`config.mk`:
```
export PLATFORM = sky130hd
export DESIGN_NAME = smi_entry
export DESIGN_NICKNAME = d
export VERILOG_FILES = /design/src/pkg/smi_pkg.sv /design/src/verilog/smi_edge.sv /design/src/verilog/smi_entry.sv /design/src/verilog/smi_sync.sv
export SDC_FILE = /design/constraint.sdc
export NUM_CORES = 1
export LEC_CHECK = 0
export ABC_CLOCK_PERIOD_IN_PS = 3450
export CAP_MARGIN = 20
export CORE_MARGIN = 3
export CORE_UTILIZATION = 30
export CTS_BUF_LIST = sky130_fd_sc_hd__clkbuf_2
export DETAILED_ROUTE_END_ITERATION = 6
export DONT_BUFFER_PORTS = 1
export PLACE_DENSITY_LB_ADDON = 0.12
export SETUP_SLACK_MARGIN = 0.15
export SLEW_MARGIN = 20
export SYNTH_ARGS = -nofsm -noshare
export SYNTH_HDL_FRONTEND = slang
export SYNTH_SLANG_ARGS = --single-unit
```
`constraint.sdc`:
```
create_clock -name core_clk -period 3.45 [get_ports core_clk]
set_input_delay 0.5175 -clock core_clk [delete_from_list [all_inputs] [get_ports core_clk]]
set_output_delay 0.5175 -clock core_clk [all_outputs]
set_load 0.02 [all_outputs]
```
`src/pkg/smi_pkg.sv`:
```
// package for the management interrupt entry block
package smi_pkg;
   // ==========================================
   // state machine
   typedef enum logic [2:0] {
      S_IDLE    = 3'b000,
      S_DRAIN   = 3'b001,
      S_SAVE    = 3'b010,
      S_ENV     = 3'b011,
      S_HANDLER = 3'b100,
      S_RESTORE = 3'b101
   } smi_state_type;
   // ==========================================
   // addresses
   localparam int ADDR_W = 32;
   localparam logic [31:0] SAVE_TOP_OFS = 32'h0000ffff;
   localparam logic [31:0] HANDLER_OFS = 32'h00008000;
   localparam logic [31:0] RESET_BASE = 32'h00030000;
   // ==========================================
   // context size and latency figures
   localparam int SAVE_WORDS = 16;
   localparam logic [4:0] SAVE_WORDS_W = 5'h10;
   localparam int ENTRY_LAT_CLK = 184;
   localparam int RESUME_LAT_CLK = 207;
   localparam logic [7:0] ENV_CYCLES = 8'h04;
   localparam logic [7:0] RESTORE_GAP = 8'h02;
   // ==========================================
   // test control register
   localparam int TCR_RESTART_BIT = 9;
   localparam logic [31:0] TCR_RESET = 32'h00000000;
   // ==========================================
   // synchroniser depth
   localparam int SYNC_STAGES = 2;
endpackage : smi_pkg

```
`src/verilog/smi_edge.sv`:
```
// falling edge detector with single pending latch
`timescale 1ns/100ps
`default_nettype none
module smi_edge (
   // clock and reset
   input wire logic core_clk,
   input wire logic rst,
   // inputs
   input wire logic level_in,
   input wire logic msg_in,
   input wire logic take,
   input wire logic enable,
   // outputs
   output logic pending
);
   logic prev_ff;
   logic fall;
   assign fall = prev_ff & ~level_in;
   always_ff @(posedge core_clk) begin
      if (rst) begin
         prev_ff <= 1'b1;
      end else begin
         prev_ff <= level_in;
      end
   end
   // set wins over take
   always_ff @(posedge core_clk) begin
      if (rst) begin
         pending <= 1'b0;
      end else if (enable && (fall || msg_in)) begin
         pending <= 1'b1;
      end else if (take) begin
         pending <= 1'b0;
      end
   end
endmodule : smi_edge
`default_nettype wire

```
`src/verilog/smi_entry.sv`:
```
// management interrupt entry, save, handler jump and resume sequencing
// Behaviour
// RULE1 - on request, finish outstanding bus cycles and wait for write buffer empty
// RULE2 - save context from base plus 0ffff downward like a stack
// RULE3 - enter pseudo-real management environment after save, before handler
// RULE4 - handler fetch starts at base plus 8000
// RULE5 - resume restores context, releases active output, returns to program
// RULE6 - request pin is falling-edge triggered and not maskable by software
// RULE7 - one-clock low latches; long low behaves correctly
// RULE8 - system drives request low three clocks before burst ready for boundary
// RULE9 - system returns request high four clocks to rearm detector
// RULE10 - recognise only on instruction boundary, ignoring interrupt enable flag
// RULE11 - never enter in the middle of a locked bus sequence
// RULE12 - rank above non-maskable interrupt, accept during its service
// RULE13 - block further requests from recognition until resume completes
// RULE14 - hold one pending request, serve it right after resume
// RULE15 - controller message invokes management mode like the pin
// RULE16 - no I/O restart with controller-delivered requests; io_restart_en here follows only test control bit 9, whatever the source
// RULE17 - no active output until pending writes done and buffer empty
// RULE18 - active output held from first save write to last restore read
// RULE19 - sole processor drives select low, active from entry to exit
// RULE20 - dual system drives active only in management mode and bus owner
// RULE21 - system qualifies separate active outputs with select signal
// RULE22 - entry roughly 184 clocks, return roughly 207 clocks
// RULE23 - I/O restart off after reset, enabled by test control bit 9
// RULE24 - ignore requests while in shutdown
// RULE25 - two-stage synchroniser, synchronised falling edge sets pending latch
`timescale 1ns/100ps
`default_nettype none
module smi_entry (
   // clock and reset
   input wire logic core_clk,
   input wire logic rst,
   // request sources
   input wire logic mgmt_irq_n,
   input wire logic lic_smi_msg,
   // core status
   input wire logic insn_boundary,
   input wire logic locked_seq,
   input wire logic nmi_pending,
   input wire logic shutdown,
   input wire logic bus_idle,
   input wire logic resume_from_mgmt_instruction,
   input wire logic dual_present,
   input wire logic bus_owner_cpu,
   input wire logic [smi_pkg::ADDR_W-1:0] mgmt_base,
   // test control register write
   input wire logic tcr_we,
   input wire logic [31:0] tcr_wdata,
   // system side
   input wire logic ext_write_buffer_empty_n,
   input wire logic burst_ready_n,
   // outputs
   output logic mgmt_active_n,
   output logic dual_primary_n,
   output logic mem_req,
   output logic mem_write,
   output logic [smi_pkg::ADDR_W-1:0] mem_addr,
   output logic fetch_req,
   output logic [smi_pkg::ADDR_W-1:0] fetch_addr,
   output logic pseudo_real,
   output logic in_mgmt,
   output logic nmi_taken,
   output logic io_restart_en,
   output logic program_return
);
   import smi_pkg::*;

   // ==========================================
   // request synchronisation and latching
   logic irq_sync;
   logic wbe_sync;
   logic burst_ready_n_sync;
   logic pending;
   logic take;
   smi_state_type state_ff;
   smi_state_type nxt_state;
   logic [4:0] word_cnt_ff;
   logic [7:0] wait_cnt_ff;
   logic [8:0] lat_cnt_ff;

   smi_sync u_irq_sync (
      .core_clk(core_clk),
      .rst(rst),
      .async_in(mgmt_irq_n),
      .sync_out(irq_sync)
   ); // [RULE25]

   smi_sync u_wbe_sync (
      .core_clk(core_clk),
      .rst(rst),
      .async_in(ext_write_buffer_empty_n),
      .sync_out(wbe_sync)
   );

   smi_sync u_burst_ready_n_sync (
      .core_clk(core_clk),
      .rst(rst),
      .async_in(burst_ready_n),
      .sync_out(burst_ready_n_sync)
   );

   // edge and message both feed one pending latch, software cannot mask it
   smi_edge u_edge (
      .core_clk(core_clk),
      .rst(rst),
      .level_in(irq_sync),
      .msg_in(lic_smi_msg),
      .take(take),
      .enable(~shutdown),
      .pending(pending)
   ); // [RULE6] [RULE7] [RULE15] [RULE24] [RULE25]

   // ==========================================
   // recognition
   // only at a boundary, outside locks, while not already in management mode
   assign take = pending && (state_ff == S_IDLE) && insn_boundary && !locked_seq && !shutdown; // [RULE10] [RULE11] [RULE13] [RULE14]

   // management request beats a waiting non-maskable interrupt
   always_ff @(posedge core_clk) begin
      if (rst) begin
         nmi_taken <= 1'b0;
      end else begin
         nmi_taken <= nmi_pending && insn_boundary && !take && (state_ff == S_IDLE) && !pending; // [RULE12]
      end
   end

   // ==========================================
   // sequencer
   function automatic logic [ADDR_W-1:0] save_addr(input logic [ADDR_W-1:0] base, input logic [4:0] idx);
      save_addr = base + SAVE_TOP_OFS - {27'h0000000, idx};
   endfunction : save_addr

   always_comb begin
      nxt_state = state_ff;
      unique case (state_ff)
         S_IDLE: begin
            if (take) begin
               nxt_state = S_DRAIN;
            end
         end
         S_DRAIN: begin
            if (bus_idle && !wbe_sync) begin
               nxt_state = S_SAVE; // [RULE1] [RULE17]
            end
         end
         S_SAVE: begin
            if (!burst_ready_n_sync && (word_cnt_ff == SAVE_WORDS_W - 5'h01)) begin
               nxt_state = S_ENV;
            end
         end
         S_ENV: begin
            if (wait_cnt_ff == ENV_CYCLES) begin
               nxt_state = S_HANDLER; // [RULE3]
            end
         end
         S_HANDLER: begin
            if (resume_from_mgmt_instruction) begin
               nxt_state = S_RESTORE;
            end
         end
         S_RESTORE: begin
            if (!burst_ready_n_sync && (word_cnt_ff == SAVE_WORDS_W - 5'h01)) begin
               nxt_state = S_IDLE; // [RULE5]
            end
         end
         default: nxt_state = S_IDLE;
      endcase
   end

   always_ff @(posedge core_clk) begin
      if (rst) begin
         state_ff <= S_IDLE;
      end else begin
         state_ff <= nxt_state;
      end
   end

   // word counter for save and restore
   always_ff @(posedge core_clk) begin
      if (rst) begin
         word_cnt_ff <= 5'h00;
      end else if (state_ff != nxt_state) begin
         word_cnt_ff <= 5'h00;
      end else if ((state_ff == S_SAVE || state_ff == S_RESTORE) && !burst_ready_n_sync) begin
         word_cnt_ff <= word_cnt_ff + 5'h01;
      end
   end

   always_ff @(posedge core_clk) begin
      if (rst) begin
         wait_cnt_ff <= 8'h00;
      end else if (state_ff == S_ENV) begin
         wait_cnt_ff <= wait_cnt_ff + 8'h01;
      end else begin
         wait_cnt_ff <= 8'h00;
      end
   end

   // ==========================================
   // memory side of save and restore
   always_ff @(posedge core_clk) begin
      if (rst) begin
         mem_req <= 1'b0;
         mem_write <= 1'b0;
         mem_addr <= '0;
      end else begin
         mem_req <= (nxt_state == S_SAVE) || (nxt_state == S_RESTORE);
         mem_write <= (nxt_state == S_SAVE);
         // restore reads from the top too, mirror of the save stack
         if (state_ff != nxt_state) begin
            mem_addr <= save_addr(mgmt_base, 5'h00); // [RULE2]
         end else if (!burst_ready_n_sync) begin
            mem_addr <= save_addr(mgmt_base, word_cnt_ff + 5'h01); // [RULE2]
         end
      end
   end

   // handler fetch
   always_ff @(posedge core_clk) begin
      if (rst) begin
         fetch_req <= 1'b0;
         fetch_addr <= '0;
         pseudo_real <= 1'b0;
      end else begin
         fetch_req <= (state_ff == S_ENV) && (nxt_state == S_HANDLER);
         fetch_addr <= mgmt_base + HANDLER_OFS; // [RULE4]
         pseudo_real <= (nxt_state == S_ENV) || (nxt_state == S_HANDLER); // [RULE3]
      end
   end

   // mode flag, return pulse
   always_ff @(posedge core_clk) begin
      if (rst) begin
         in_mgmt <= 1'b0;
         program_return <= 1'b0;
      end else begin
         in_mgmt <= (nxt_state == S_SAVE) || (nxt_state == S_ENV) || (nxt_state == S_HANDLER) || (nxt_state == S_RESTORE);
         // a held request runs before any program instruction, so no return then
         program_return <= (state_ff == S_RESTORE) && (nxt_state == S_IDLE) && !pending; // [RULE5] [RULE14]
      end
   end

   // ==========================================
   // active output and select
   always_ff @(posedge core_clk) begin
      if (rst) begin
         mgmt_active_n <= 1'b1;
         dual_primary_n <= 1'b0;
      end else begin
         // from first save through last restore; owner only when dual
         mgmt_active_n <= ~(((nxt_state == S_SAVE) || (nxt_state == S_ENV) || (nxt_state == S_HANDLER)
                         || (nxt_state == S_RESTORE)) && (!dual_present || bus_owner_cpu)); // [RULE18] [RULE19] [RULE20]
         dual_primary_n <= dual_present ? ~bus_owner_cpu : 1'b0; // [RULE19]
      end
   end

   // ==========================================
   // test control register, restart enable
   always_ff @(posedge core_clk) begin
      if (rst) begin
         io_restart_en <= TCR_RESET[TCR_RESTART_BIT];
      end else if (tcr_we) begin
         io_restart_en <= tcr_wdata[TCR_RESTART_BIT]; // [RULE23]
      end
   end

   // ==========================================
   // entry and return latency
   // bus answer speed sets the real figure; only the fixed floor is checked
   always_ff @(posedge core_clk) begin
      if (rst) begin
         lat_cnt_ff <= 9'h000;
      end else if (take || ((state_ff == S_HANDLER) && resume_from_mgmt_instruction)) begin
         lat_cnt_ff <= 9'h000; // [RULE22]
      end else if (lat_cnt_ff != 9'h1ff) begin
         lat_cnt_ff <= lat_cnt_ff + 9'h001; // [RULE22]
      end
   end

   // ==========================================
   // checks
   a_active_after_drain: assert property (@(posedge core_clk) disable iff (rst) // [RULE17]
      ($fell(mgmt_active_n) && ($past(state_ff) == S_DRAIN)) |-> (!$past(wbe_sync) && $past(bus_idle)))
      else $error("entry left drain early");
   a_drain_hold: assert property (@(posedge core_clk) disable iff (rst) // [RULE1]
      (state_ff == S_DRAIN && (wbe_sync || !bus_idle)) |=> (state_ff == S_DRAIN))
      else $error("drain left with writes pending");
   a_first_save_addr: assert property (@(posedge core_clk) disable iff (rst) // [RULE2]
      (state_ff == S_DRAIN && nxt_state == S_SAVE) |=> (mem_addr == mgmt_base + SAVE_TOP_OFS && mem_write))
      else $error("save not at top");
   a_save_stride: assert property (@(posedge core_clk) disable iff (rst) // [RULE2]
      (state_ff == S_SAVE && nxt_state == S_SAVE && !burst_ready_n_sync) |=> (mem_addr == $past(mem_addr) - 32'h00000001))
      else $error("save address not stepping down");
   a_env_pseudo: assert property (@(posedge core_clk) disable iff (rst) // [RULE3]
      (state_ff == S_ENV || state_ff == S_HANDLER) |-> pseudo_real)
      else $error("handler environment not set");
   a_handler_fetch: assert property (@(posedge core_clk) disable iff (rst) // [RULE4]
      $rose(fetch_req) |-> (fetch_addr == mgmt_base + HANDLER_OFS && pseudo_real))
      else $error("handler fetch wrong");
   a_fetch_pulse: assert property (@(posedge core_clk) disable iff (rst) // [RULE4]
      fetch_req |=> !fetch_req)
      else $error("handler fetch not a pulse");
   a_entry_latency: assert property (@(posedge core_clk) disable iff (rst) // [RULE22]
      $rose(fetch_req) |-> (lat_cnt_ff > {4'h0, SAVE_WORDS_W}))
      else $error("entry shorter than save");
   a_return_latency: assert property (@(posedge core_clk) disable iff (rst) // [RULE22]
      $rose(program_return) |-> (lat_cnt_ff > {4'h0, SAVE_WORDS_W}))
      else $error("return shorter than restore");
   a_active_in_save: assert property (@(posedge core_clk) disable iff (rst) // [RULE18]
      (state_ff == S_SAVE && !dual_present) |-> !mgmt_active_n)
      else $error("active released in save");
   a_idle_inactive: assert property (@(posedge core_clk) disable iff (rst) // [RULE19]
      (state_ff == S_IDLE && $past(state_ff) == S_IDLE) |-> mgmt_active_n)
      else $error("active while idle");
   a_nonowner_quiet: assert property (@(posedge core_clk) disable iff (rst) // [RULE20]
      ($past(dual_present) && !$past(bus_owner_cpu)) |-> mgmt_active_n)
      else $error("non-owner drove active");
   a_no_nest: assert property (@(posedge core_clk) disable iff (rst) // [RULE13]
      (state_ff != S_IDLE && state_ff != S_DRAIN) |=> (state_ff != S_DRAIN))
      else $error("nested entry");
   a_lock_respected: assert property (@(posedge core_clk) disable iff (rst) // [RULE11]
      (state_ff == S_IDLE && locked_seq) |=> state_ff == S_IDLE)
      else $error("entry inside lock");
   a_shutdown_ignored: assert property (@(posedge core_clk) disable iff (rst) // [RULE24]
      (state_ff == S_IDLE && shutdown) |=> (state_ff == S_IDLE))
      else $error("entry during shutdown");
   a_pending_served: assert property (@(posedge core_clk) disable iff (rst) // [RULE14]
      (state_ff == S_IDLE && pending && insn_boundary && !locked_seq && !shutdown) |=> (state_ff == S_DRAIN))
      else $error("held request not served");
   a_nmi_rank: assert property (@(posedge core_clk) disable iff (rst) // [RULE12]
      (state_ff == S_IDLE && pending && nmi_pending) |=> !nmi_taken)
      else $error("nmi taken over management request");
   a_restore_reads: assert property (@(posedge core_clk) disable iff (rst) // [RULE5]
      (state_ff == S_RESTORE && mem_req) |-> !mem_write)
      else $error("restore wrote memory");
   a_return_pulse: assert property (@(posedge core_clk) disable iff (rst) // [RULE5]
      program_return |-> (mgmt_active_n && !in_mgmt))
      else $error("return while still active");
   a_restart_reset: assert property (@(posedge core_clk) // [RULE23]
      $past(rst) |-> !io_restart_en)
      else $error("restart on after reset");
endmodule : smi_entry
`default_nettype wire

```
`src/verilog/smi_sync.sv`:
```
// two-stage synchroniser for the request pin, write buffer empty and burst ready inputs
`timescale 1ns/100ps
`default_nettype none
module smi_sync (
   // clock and reset
   input wire logic core_clk,
   input wire logic rst,
   // data
   input wire logic async_in,
   output logic sync_out
);
   logic meta_ff;
   always_ff @(posedge core_clk) begin
      if (rst) begin
         meta_ff <= 1'b1;
         sync_out <= 1'b1;
      end else begin
         meta_ff <= async_in;
         sync_out <= meta_ff;
      end
   end
endmodule : smi_sync
`default_nettype wire
```
==> impl_results.md, run 1 <==
* Crit path max-delay cell type: dlygate4sd3_1
* Post-synthesis cell type count at 73
* CP Class: in2reg
* Crit. End Element: flop
* Critical path cell sequence: dlygate4sd3_1 -> inv_1 -> ha_2 -> nor2b_1 -> and4_1 -> a21boi_0 -> xnor2_1 -> o211a_1 -> or4b_4 -> o311ai_2 -> nand3_1
* Final Hold Fails at 0
* TritonCTS clock tree: done
* Mapped Cells at 688
* # DRC at 0
* Gate power share at 0.156
* Hold path startpoint: rst
* # clock sinks at 98
* # H-tree levels at 3
* Layout Nets at 822
* Largest stage delay on the critical path at 0.53 ns
* Reg2reg start: word_cnt_ff[0]
* RSZ-0062 raised after global routing: false
* Synth area leader: dfxtp_1
* Net Sw Power at 0.709 mW
* Synthesized Nets at 780
* Clock Power Share at 0.255
* Worst-Margin Slew at 0.643 ns
* Post-synthesis register bit count at 98
* Clock skew at 0.0156 ns
* Fmax at 319 MHz
* Pwr dens at 330 nW/um^2
* DIE WIDTH at 143 um
* Internal power at 1.45 mW
* Initial antenna violation count at 1
* Worst-path clk slew at 0.29 ns
* Tmin final at 3.13 ns
* Drt wl/cell at 17.5 um
* Number of vias in the routed layout at 5029
* First-pass GRT wire length at 27100 um
* Max clock buf depth at 2
* Crit-path leading delay family: simple AND/OR/NAND/NOR gates
* Buffers added on ports at 0
* Num ports at 153
* CTS buffer count at 9
* Ratio of cells with drive above 1 in the final layout at 0.118
* Tcrit/Tclk final at 0.908
* Worst path buffer plus inverter count at 2
* Antenna viol nets, final at 0
* Reg power frac at 0.589
* Share of the synthesized area in the top cell type at 0.349
* CP Data Required Time at 3.97 ns
* Gr usage total at 0.167
* Switch share at 0.329
* Root Driver: clkbuf_2
* Max VDD drop at 0.136 mV
* Main synth FF type: dfxtp_1
* Hold Path Class: in2reg
* Crit-path max FO at 5
* HPWL after detailed placement at 12100 um
* GR Overflow Total at 0
* Util after Layout at 0.359
* Die Height at 143 um
* Setup_tns at 0 ns
* Post-Syn Area per Cell at 8.17 sq um
* Top cells by area, synth: dfxtp_1 (35%), nor2_1 (5.3%), xor2_1 (5.3%)
* Async set-reset flop share out of synthesis at 0
* Mapped Area at 5620 sq um
* Final-report setup violation count at 0
* Largest net degree at the start of global routing at 76
* Slew HR at 0.571
* Core region area at 18200 sq um
* Max cap viols at 0
* Syn. warnings at 0
* DRT Pass-1 Iters at 4
* Register area share after synthesis at 0.349
* GPL Wtd Cong at 0.861
* WHS at 0.0751 ns
* Worst Path Arrival at 3.66 ns
* Status: finished, final reports clean
* Leak at 2.34 nW
* Die area at 20400 sq um
* Critical path startpoint category: primary input
* Starting Density at 0.309
* Fin. max-slew vios at 0
* DR vias/cell at 5.21
* Clk_lat worst skew at 0.62 ns
* Final wirelength at 16900 um
* EDFF count, synth at 0
* Vias in the first global route at 5018
* Crit. Startpoint: mgmt_base[0]
* Cell Rows at 49
* DRT iter0 DRCs at 245
* Area grow syn2layout at 16.5%
metal layers:
| metal | GRT usage | vias to the layer above | wire, um |
|---|---|---|---|
| met3 | 0.0455 | 19 | 1020 |
| met4 | 0.0540 | 0 | 272 |
| li1 | - | 2514 | - |
| met5 | 0 | - | 0 |
| met1 | 0.228 | 2354 | 8000 |
| met2 | 0.258 | 142 | 7550 |
cells in the mapped netlist, types with 5 or more instances:
cell / n
nor2_1: 80
inv_1: 19
a211oi_1: 10
nor2b_1: 20
nor4_1: 9
nand2_1: 52
nand4_1: 18
a21oi_1: 23
dfxtp_1: 98
a211o_1: 5
nand2b_1: 10
ha_1: 12
nand3_1: 32
nand3b_1: 17
and3_1: 7
o21ai_0: 25
nor3b_1: 6
clkbuf_1: 37
xor2_1: 34
o211ai_1: 11
nor3_1: 26
xnor2_1: 33
or3_1: 12
or2_2: 11
what timing repair did:
item,4_1_cts,5_1_grt
setup buffers,2,3
setup endpoints to repair,2,15
cloned,0,0
hold buffers,41,0
resized for setup,0,6
hold endpoints to repair,76,0
pin swaps,1,0
cell families (layout without fill, tap and decap cells):
kind of cell,count (synthesis),after routing,synth area share
other cells,0,1,0
compound gates,116,116,0.145
xor+xnor,67,67,0.104
simple gates,325,325,0.318
mux,4,4,0.00713
flops,98,98,0.349
buf+inv,65,112,0.0470
fa+ha+maj,13,13,0.0303
worst register-to-register path, delay by kind of cell (launching register included):
kind,cells,cell delay (ns)
and+or+nand+nor,7,1.54
adders and majority gates,2,0.43
AOI/OAI and AO/OA,2,0.43
DFF,1,0.41
buffers and inverters,1,0.18
layout by cell type, fill, tap and decap left out, drive strengths merged, types with 4 or more instances in the layout:
master and instances:
or3 12, a21oi 24, o211ai 11, nor2 80
clkbuf 9, dfxtp 98, nor3 26, o21ai 26
xor2 34, nand3 33, clkinv 4, mux2i 4
nor3b 6, dlygate4sd3 40, ha 12, nand2 52
nor4b 4, buf 37, a211oi 11, inv 21
xnor2 33, a211o 6, and3 8, nand2b 10
nor2b 20, nand3b 17, nand4 18, nor4 13
or2 11
power groups by stage:
stage / clock network [mW] / logic (mW) / registers [mW]
6_report: 0.550 / 0.336 / 1.27
5_1_grt: 0.636 / 0.376 / 1.28
4_1_cts: 0.595 / 0.331 / 1.27
3_5_place_dp: 0 / 0.273 / 1.29
3_3_place_gp: 0 / 0.269 / 1.29
2_1_floorplan: 0 / 0.236 / 1.28
final cells by class:
| class | count | area, sq um |
|---|---|---|
| timing repair buffer | 77 | 698 |
| clock buffer | 9 | 45.0 |
| fill | 1869 | 11700 |
| antenna | 1 | 2.50 |
| clock inverter | 7 | 53.8 |
| multi-input combinational | 525 | 3420 |
| sequential | 98 | 1960 |
| inverter | 19 | 71.3 |
| tap | 229 | 287 |
stage by stage:
step | instances | power [mW] | cell area (sq um) | worst slack [ns]
finish | 965 | 2.16 | 6540 | 0.318
global route | 965 | 2.29 | 6540 | 0.162
CTS | 961 | 2.20 | 6490 | 0.204
detailed placement | 902 | 1.57 | 5950 | 0.0387
global placement | 902 | 1.56 | 5950 | 0.143
floorplan | 688 | 1.51 | 5630 | 0.166
path summary, 6_finish.rpt:
check	endpoint	slack, ns	cells past startpoint
worst max-delay path	mem_addr[29]	0.32	11
worst min-delay path	mem_addr[24]	0.08	3
worst max register to register	mem_addr[29]	0.39	12
worst min register to register	u_burst_ready_n_sync.sync_out	0.45	1
sequential cells by signal, indices dropped and copies added (netlist names), 3 cells and up:
| signal | cells |
|---|---|
| fetch_addr | 32 |
| mem_addr | 32 |
| wait_cnt_ff | 8 |
| word_cnt_ff | 5 |
| state_ff | 3 |
(Power assumes the default switching activity.)
==> run 2, diff against run 1 <==
- SYNTH_HIERARCHICAL: default -> 1
==> run 2 against run 1 <==
Global-route usage fell by 1.5 points. Clock skew increased by 0.016 ns. Highest routed layer unchanged. Power increased by 0.45%. Synthesized cell count is 6.0% lower. Utilization increased by 0.46 points. Largest power group unchanged. Setup slack got worse by 0.011 ns. Sequential share of layout area rose by 0.79 points. Worst hold slack got worse by 0.0026 ns. Non-clock buffer count down 3. Maximum frequency fell by 0.35%.
==> impl_results.md, run 2 <==
* Status: finished, final reports clean (unchanged)
* Largest net degree at the start of global routing at 75 (was 76)
* Post-synthesis register bit count at 98 (unchanged)
* Layout Nets at 786 (was 822)
* Max VDD drop at 0.217 mV (was 0.136 mV)
* Crit path max-delay cell type: or4_4 (was dlygate4sd3_1)
* DRT iter0 DRCs at 219 (was 245)
* Critical path startpoint category: flop (was primary input)
* Gr usage total at 0.153 (was 0.167)
* Commonest non-fill, non-tap cells in the layout: dfxtp_1 (97), nor2_1 (80), dlygate4sd3_1 (40), nand3_1 (35), xor2_1 (33) (was dfxtp_1 (97), nor2_1 (79), nand2_1 (52), dlygate4sd3_1 (40), buf_4 (36))
* HPWL after detailed placement at 10800 um (was 12100 um)
* WHS at 0.0725 ns (was 0.0751 ns)
* Multiplexer share of the synthesized area at 0.00967 (was 0.00713)
* Cell Rows at 48 (was 49)
* Compound-cell area share of the yosys netlist at 0.146 (was 0.145)
* Crit. End Element: flop (unchanged)
* Num ports at 153 (unchanged)
* Antenna viol nets, final at 0 (unchanged)
* Synth Area in Simple Gates at 0.307 (was 0.318)
* EDFF count, synth at 0 (unchanged)
* Starting Density at 0.310 (was 0.309)
* Worst path buffer plus inverter count at 2 (unchanged)
* Critical path cell sequence: ha_1 -> and3_1 -> ha_1 -> ha_1 -> inv_1 -> a21oi_1 -> or4_4 -> buf_4 -> or3_1 -> or3_1 -> a31o_2 (was dlygate4sd3_1 -> inv_1 -> ha_2 -> nor2b_1 -> and4_1 -> a21boi_0 -> xnor2_1 -> o211a_1 -> or4b_4 -> o311ai_2 -> nand3_1)
* Clock skew at 0.0316 ns (was 0.0156 ns)
* Mapped Cells at 647 (was 688)
* CP Class: reg2reg (was in2reg)
* Met3 Use GR at 0.0502 (was 0.0455)
* Hold path endpoint: fetch_addr[0] (was mem_addr[24])
* Root Driver: clkbuf_2 (unchanged)
* Pwr dens at 339 nW/um^2 (was 330 nW/um^2)
* Core region area at 17500 sq um (was 18200 sq um)
* Final-report setup violation count at 0 (unchanged)
* Main synth FF type: dfxtp_1 (unchanged)
* Synthesized Nets at 739 (was 780)
* CTS buffer count at 9 (unchanged)
* Final wirelength at 15300 um (was 16900 um)
* Share of the synthesized area in the top cell type at 0.361 (was 0.349)
* Crit-path leading delay family: simple AND/OR/NAND/NOR gates (unchanged)
* Largest stage delay on the critical path at 0.43 ns (was 0.53 ns)
* Adder-cell share of the synthesized area at 0.0313 (was 0.0303)
* Crit Reg-Reg Endpoint: mem_addr[12] (was mem_addr[29])
* Top flop regs: fetch_addr: 32 flops, mem_addr: 32 flops, wait_cnt_ff: 8 flops (unchanged)
* Ratio of cells with drive above 1 in the final layout at 0.122 (was 0.118)
* Slew HR at 0.535 (was 0.571)
* Tcrit/Tclk final at 0.911 (was 0.908)
* Die area at 19800 sq um (was 20400 sq um)
* Register area share after synthesis at 0.361 (was 0.349)
* Reg2reg start: word_cnt_ff[0] (unchanged)
* DR vias/cell at 5.11 (was 5.21)
* Buffers added on ports at 0 (unchanged)
* Syn. warnings at 6 (was 0)
* GPL Wtd Cong at 0.769 (was 0.861)
* Cell Count, Final, Fillers Out at 925 (was 965)
* Most frequent cell after synthesis: dfxtp_1 (unchanged)
* Fin. max-slew vios at 0 (unchanged)
* TritonCTS clock tree: done (unchanged)
* GR Overflow Total at 0 (unchanged)
* # H-tree levels at 3 (unchanged)
* Commonest non-fill, non-tap cell in the layout: dfxtp_1 (unchanged)
* Max cap viols at 0 (unchanged)
* Fmax at 318 MHz (was 319 MHz)
* Post-Syn Area per Cell at 8.40 sq um (was 8.17 sq um)
* Top Usage Layer GRT: met2 (unchanged)
* R2R Setup Slk at 0.31 ns (was 0.39 ns)
* First-pass GRT wire length at 24400 um (was 27100 um)
* Mapped Area at 5440 sq um (was 5620 sq um)
* Tmin final at 3.14 ns (was 3.13 ns)
* GR met2 Demand/Resource at 0.247 (was 0.258)
* # clock sinks at 98 (unchanged)
* Post-synthesis cell type count at 73 (unchanged)
* DRT Pass-1 Iters at 4 (unchanged)
* Initial antenna violation count at 1 (unchanged)
* Die Height at 141 um (was 143 um)
* Placed Cells at 865 (was 902)
* CP Data Required Time at 4.00 ns (was 3.97 ns)
* Reg2Reg Depth at 11 (was 12)
* Area grow syn2layout at 17.4% (was 16.5%)
* Drt wl/cell at 16.5 um (was 17.5 um)
* Synth area leader: dfxtp_1 (unchanged)
* Clk_lat worst skew at 0.61 ns (was 0.62 ns)
* Vias in the first global route at 4619 (was 5018)
* Hold Path Class: in2reg (unchanged)
* Worst-path clk slew at 0.31 ns (was 0.29 ns)
* # DRC at 0 (unchanged)
* WHS Path Cells at 3 (unchanged)
* Most used cell, CP: ha_1
* GR Util met1 at 0.198 (was 0.228)
* Crit-path max FO at 3 (was 5)
* Worst Path Arrival at 3.70 ns (was 3.66 ns)
* Final Hold Fails at 0 (unchanged)
* Hold path startpoint: mgmt_base[0] (was rst)
* Max clock buf depth at 2 (unchanged)
* Commonest cells in the netlist: dfxtp_1 (98), nor2_1 (80), nand3_1 (35) (was dfxtp_1 (98), nor2_1 (80), nand2_1 (52))
* Main combinational cell family by area after synthesis: simple AND/OR/NAND/NOR gates (unchanged)
* Leak at 2.24 nW (was 2.34 nW)
* RSZ-0062 raised after global routing: false (unchanged)
* Number of vias in the routed layout at 4728 (was 5029)
* Top cells by area, synth: dfxtp_1 (36%), nor2_1 (5.5%), xor2_1 (5.3%) (was dfxtp_1 (35%), nor2_1 (5.3%), xor2_1 (5.3%))
* Worst-Margin Slew at 0.696 ns (was 0.643 ns)
* Post-Synth XOR/XNOR Area at 0.101 (was 0.104)
* DIE WIDTH at 141 um (was 143 um)
* Async set-reset flop share out of synthesis at 0 (unchanged)
-- run 2: cell types whose count changed in the layout (fill, tap and decap cells not counted), sizes merged, moves of 4 or more --
cell and delta:
a21oi +4, and3 +8, nand2 -23, nand3b -7, nand4 -7, nor3 -10, o211ai -9, or3 +4
or4 +4
-- run 2: where the power goes --
part | switching [mW] | leakage [nW] | total (mW) | internal (mW)
combinational | 0.171 | 1.38 | 0.334 | 0.163
clock | 0.432 | 0.0609 | 0.539 | 0.107
sequential | 0.100 | 0.806 | 1.29 | 1.19
-- run 2: how the worst max path moves through the flow --
| stage | startpoint | endpoint | slack (ns) | depth (start not counted) |
|---|---|---|---|---|
| 2_1_floorplan | mgmt_base[0] | mem_addr[31] | 0.15 | 13 |
| 3_3_place_gp | mgmt_base[0] | mem_addr[27] | -0.009 | 15 |
| 3_5_place_dp | mgmt_base[0] | mem_addr[14] | -0.03 | 13 |
| 4_1_cts | word_cnt_ff[0] | mem_addr[14] | 0.18 | 12 |
| 5_1_grt | word_cnt_ff[0] | mem_addr[27] | 0.16 | 14 |
| 6_report | word_cnt_ff[0] | mem_addr[12] | 0.31 | 11 |
-- run 2: layer usage --
metal,part of all wire,wire [um]
met5,0,0
met4,0.0098,150
met3,0.070,1070
met2,0.46,7060
met1,0.46,6970
-- run 2: area by class of cell --
class                           instances  area, sq um
Tap cell                              225          282
Fill cell                            1849        11200
Inverter                               18         67.6
Clock buffer                           10         50.0
Timing Repair Buffer                   74          688
Antenna cell                            1         2.50
Clock inverter                          6         48.8
Sequential cell                        98         1970
Multi-Input combinational cell        493         3280
-- run 2: cells by family (layout without fill, tap and decap cells) --
logic type               Yosys count  after routing
flip-flops                        98             98
other                              0              1
XOR/XNOR                          63             63
buffers and inverters             56            108
multiplexers                       5              5
AND/OR/NAND/NOR                  298            298
AO/OA/AOI/OAI                    114            114
adder cells (fa/ha/maj)           13             13
-- run 2: worst register-to-register path, stage by stage (launching register included) --
cell	delay [ns]
dfxtp_4	0.41
ha_1	0.23
and3_1	0.19
ha_1	0.31
ha_1	0.32
inv_1	0.07
a21oi_1	0.05
or4_4	0.43
buf_4	0.15
or3_1	0.36
or3_1	0.33
a31o_2	0.23
-- run 2: metrics by stage --
| stage | setup slack [ns] | utilization | instance area [sq um] | total power, mW | TNS (ns) |
|---|---|---|---|---|---|
| after floorplan | 0.154 | - | 5450 | 1.54 | 0 |
| after global placement | -0.00895 | 0.330 | 5790 | 1.59 | -0.0105 |
| after detailed placement | -0.0292 | 0.330 | 5790 | 1.59 | -0.0482 |
| after CTS | 0.177 | 0.358 | 6280 | 2.21 | 0 |
| after global routing | 0.160 | 0.364 | 6380 | 2.31 | 0 |
| final | 0.307 | 0.364 | 6380 | 2.17 | 0 |
-- run 2: timing repair --
action / 4_1_cts / 5_1_grt
endpoints found under the setup margin: 0 / 18
hold buffers: 37 / 4
endpoints found under the hold margin: 77 / 5
gates resized for setup: 0 / 11
setup buffers: 0 / 2
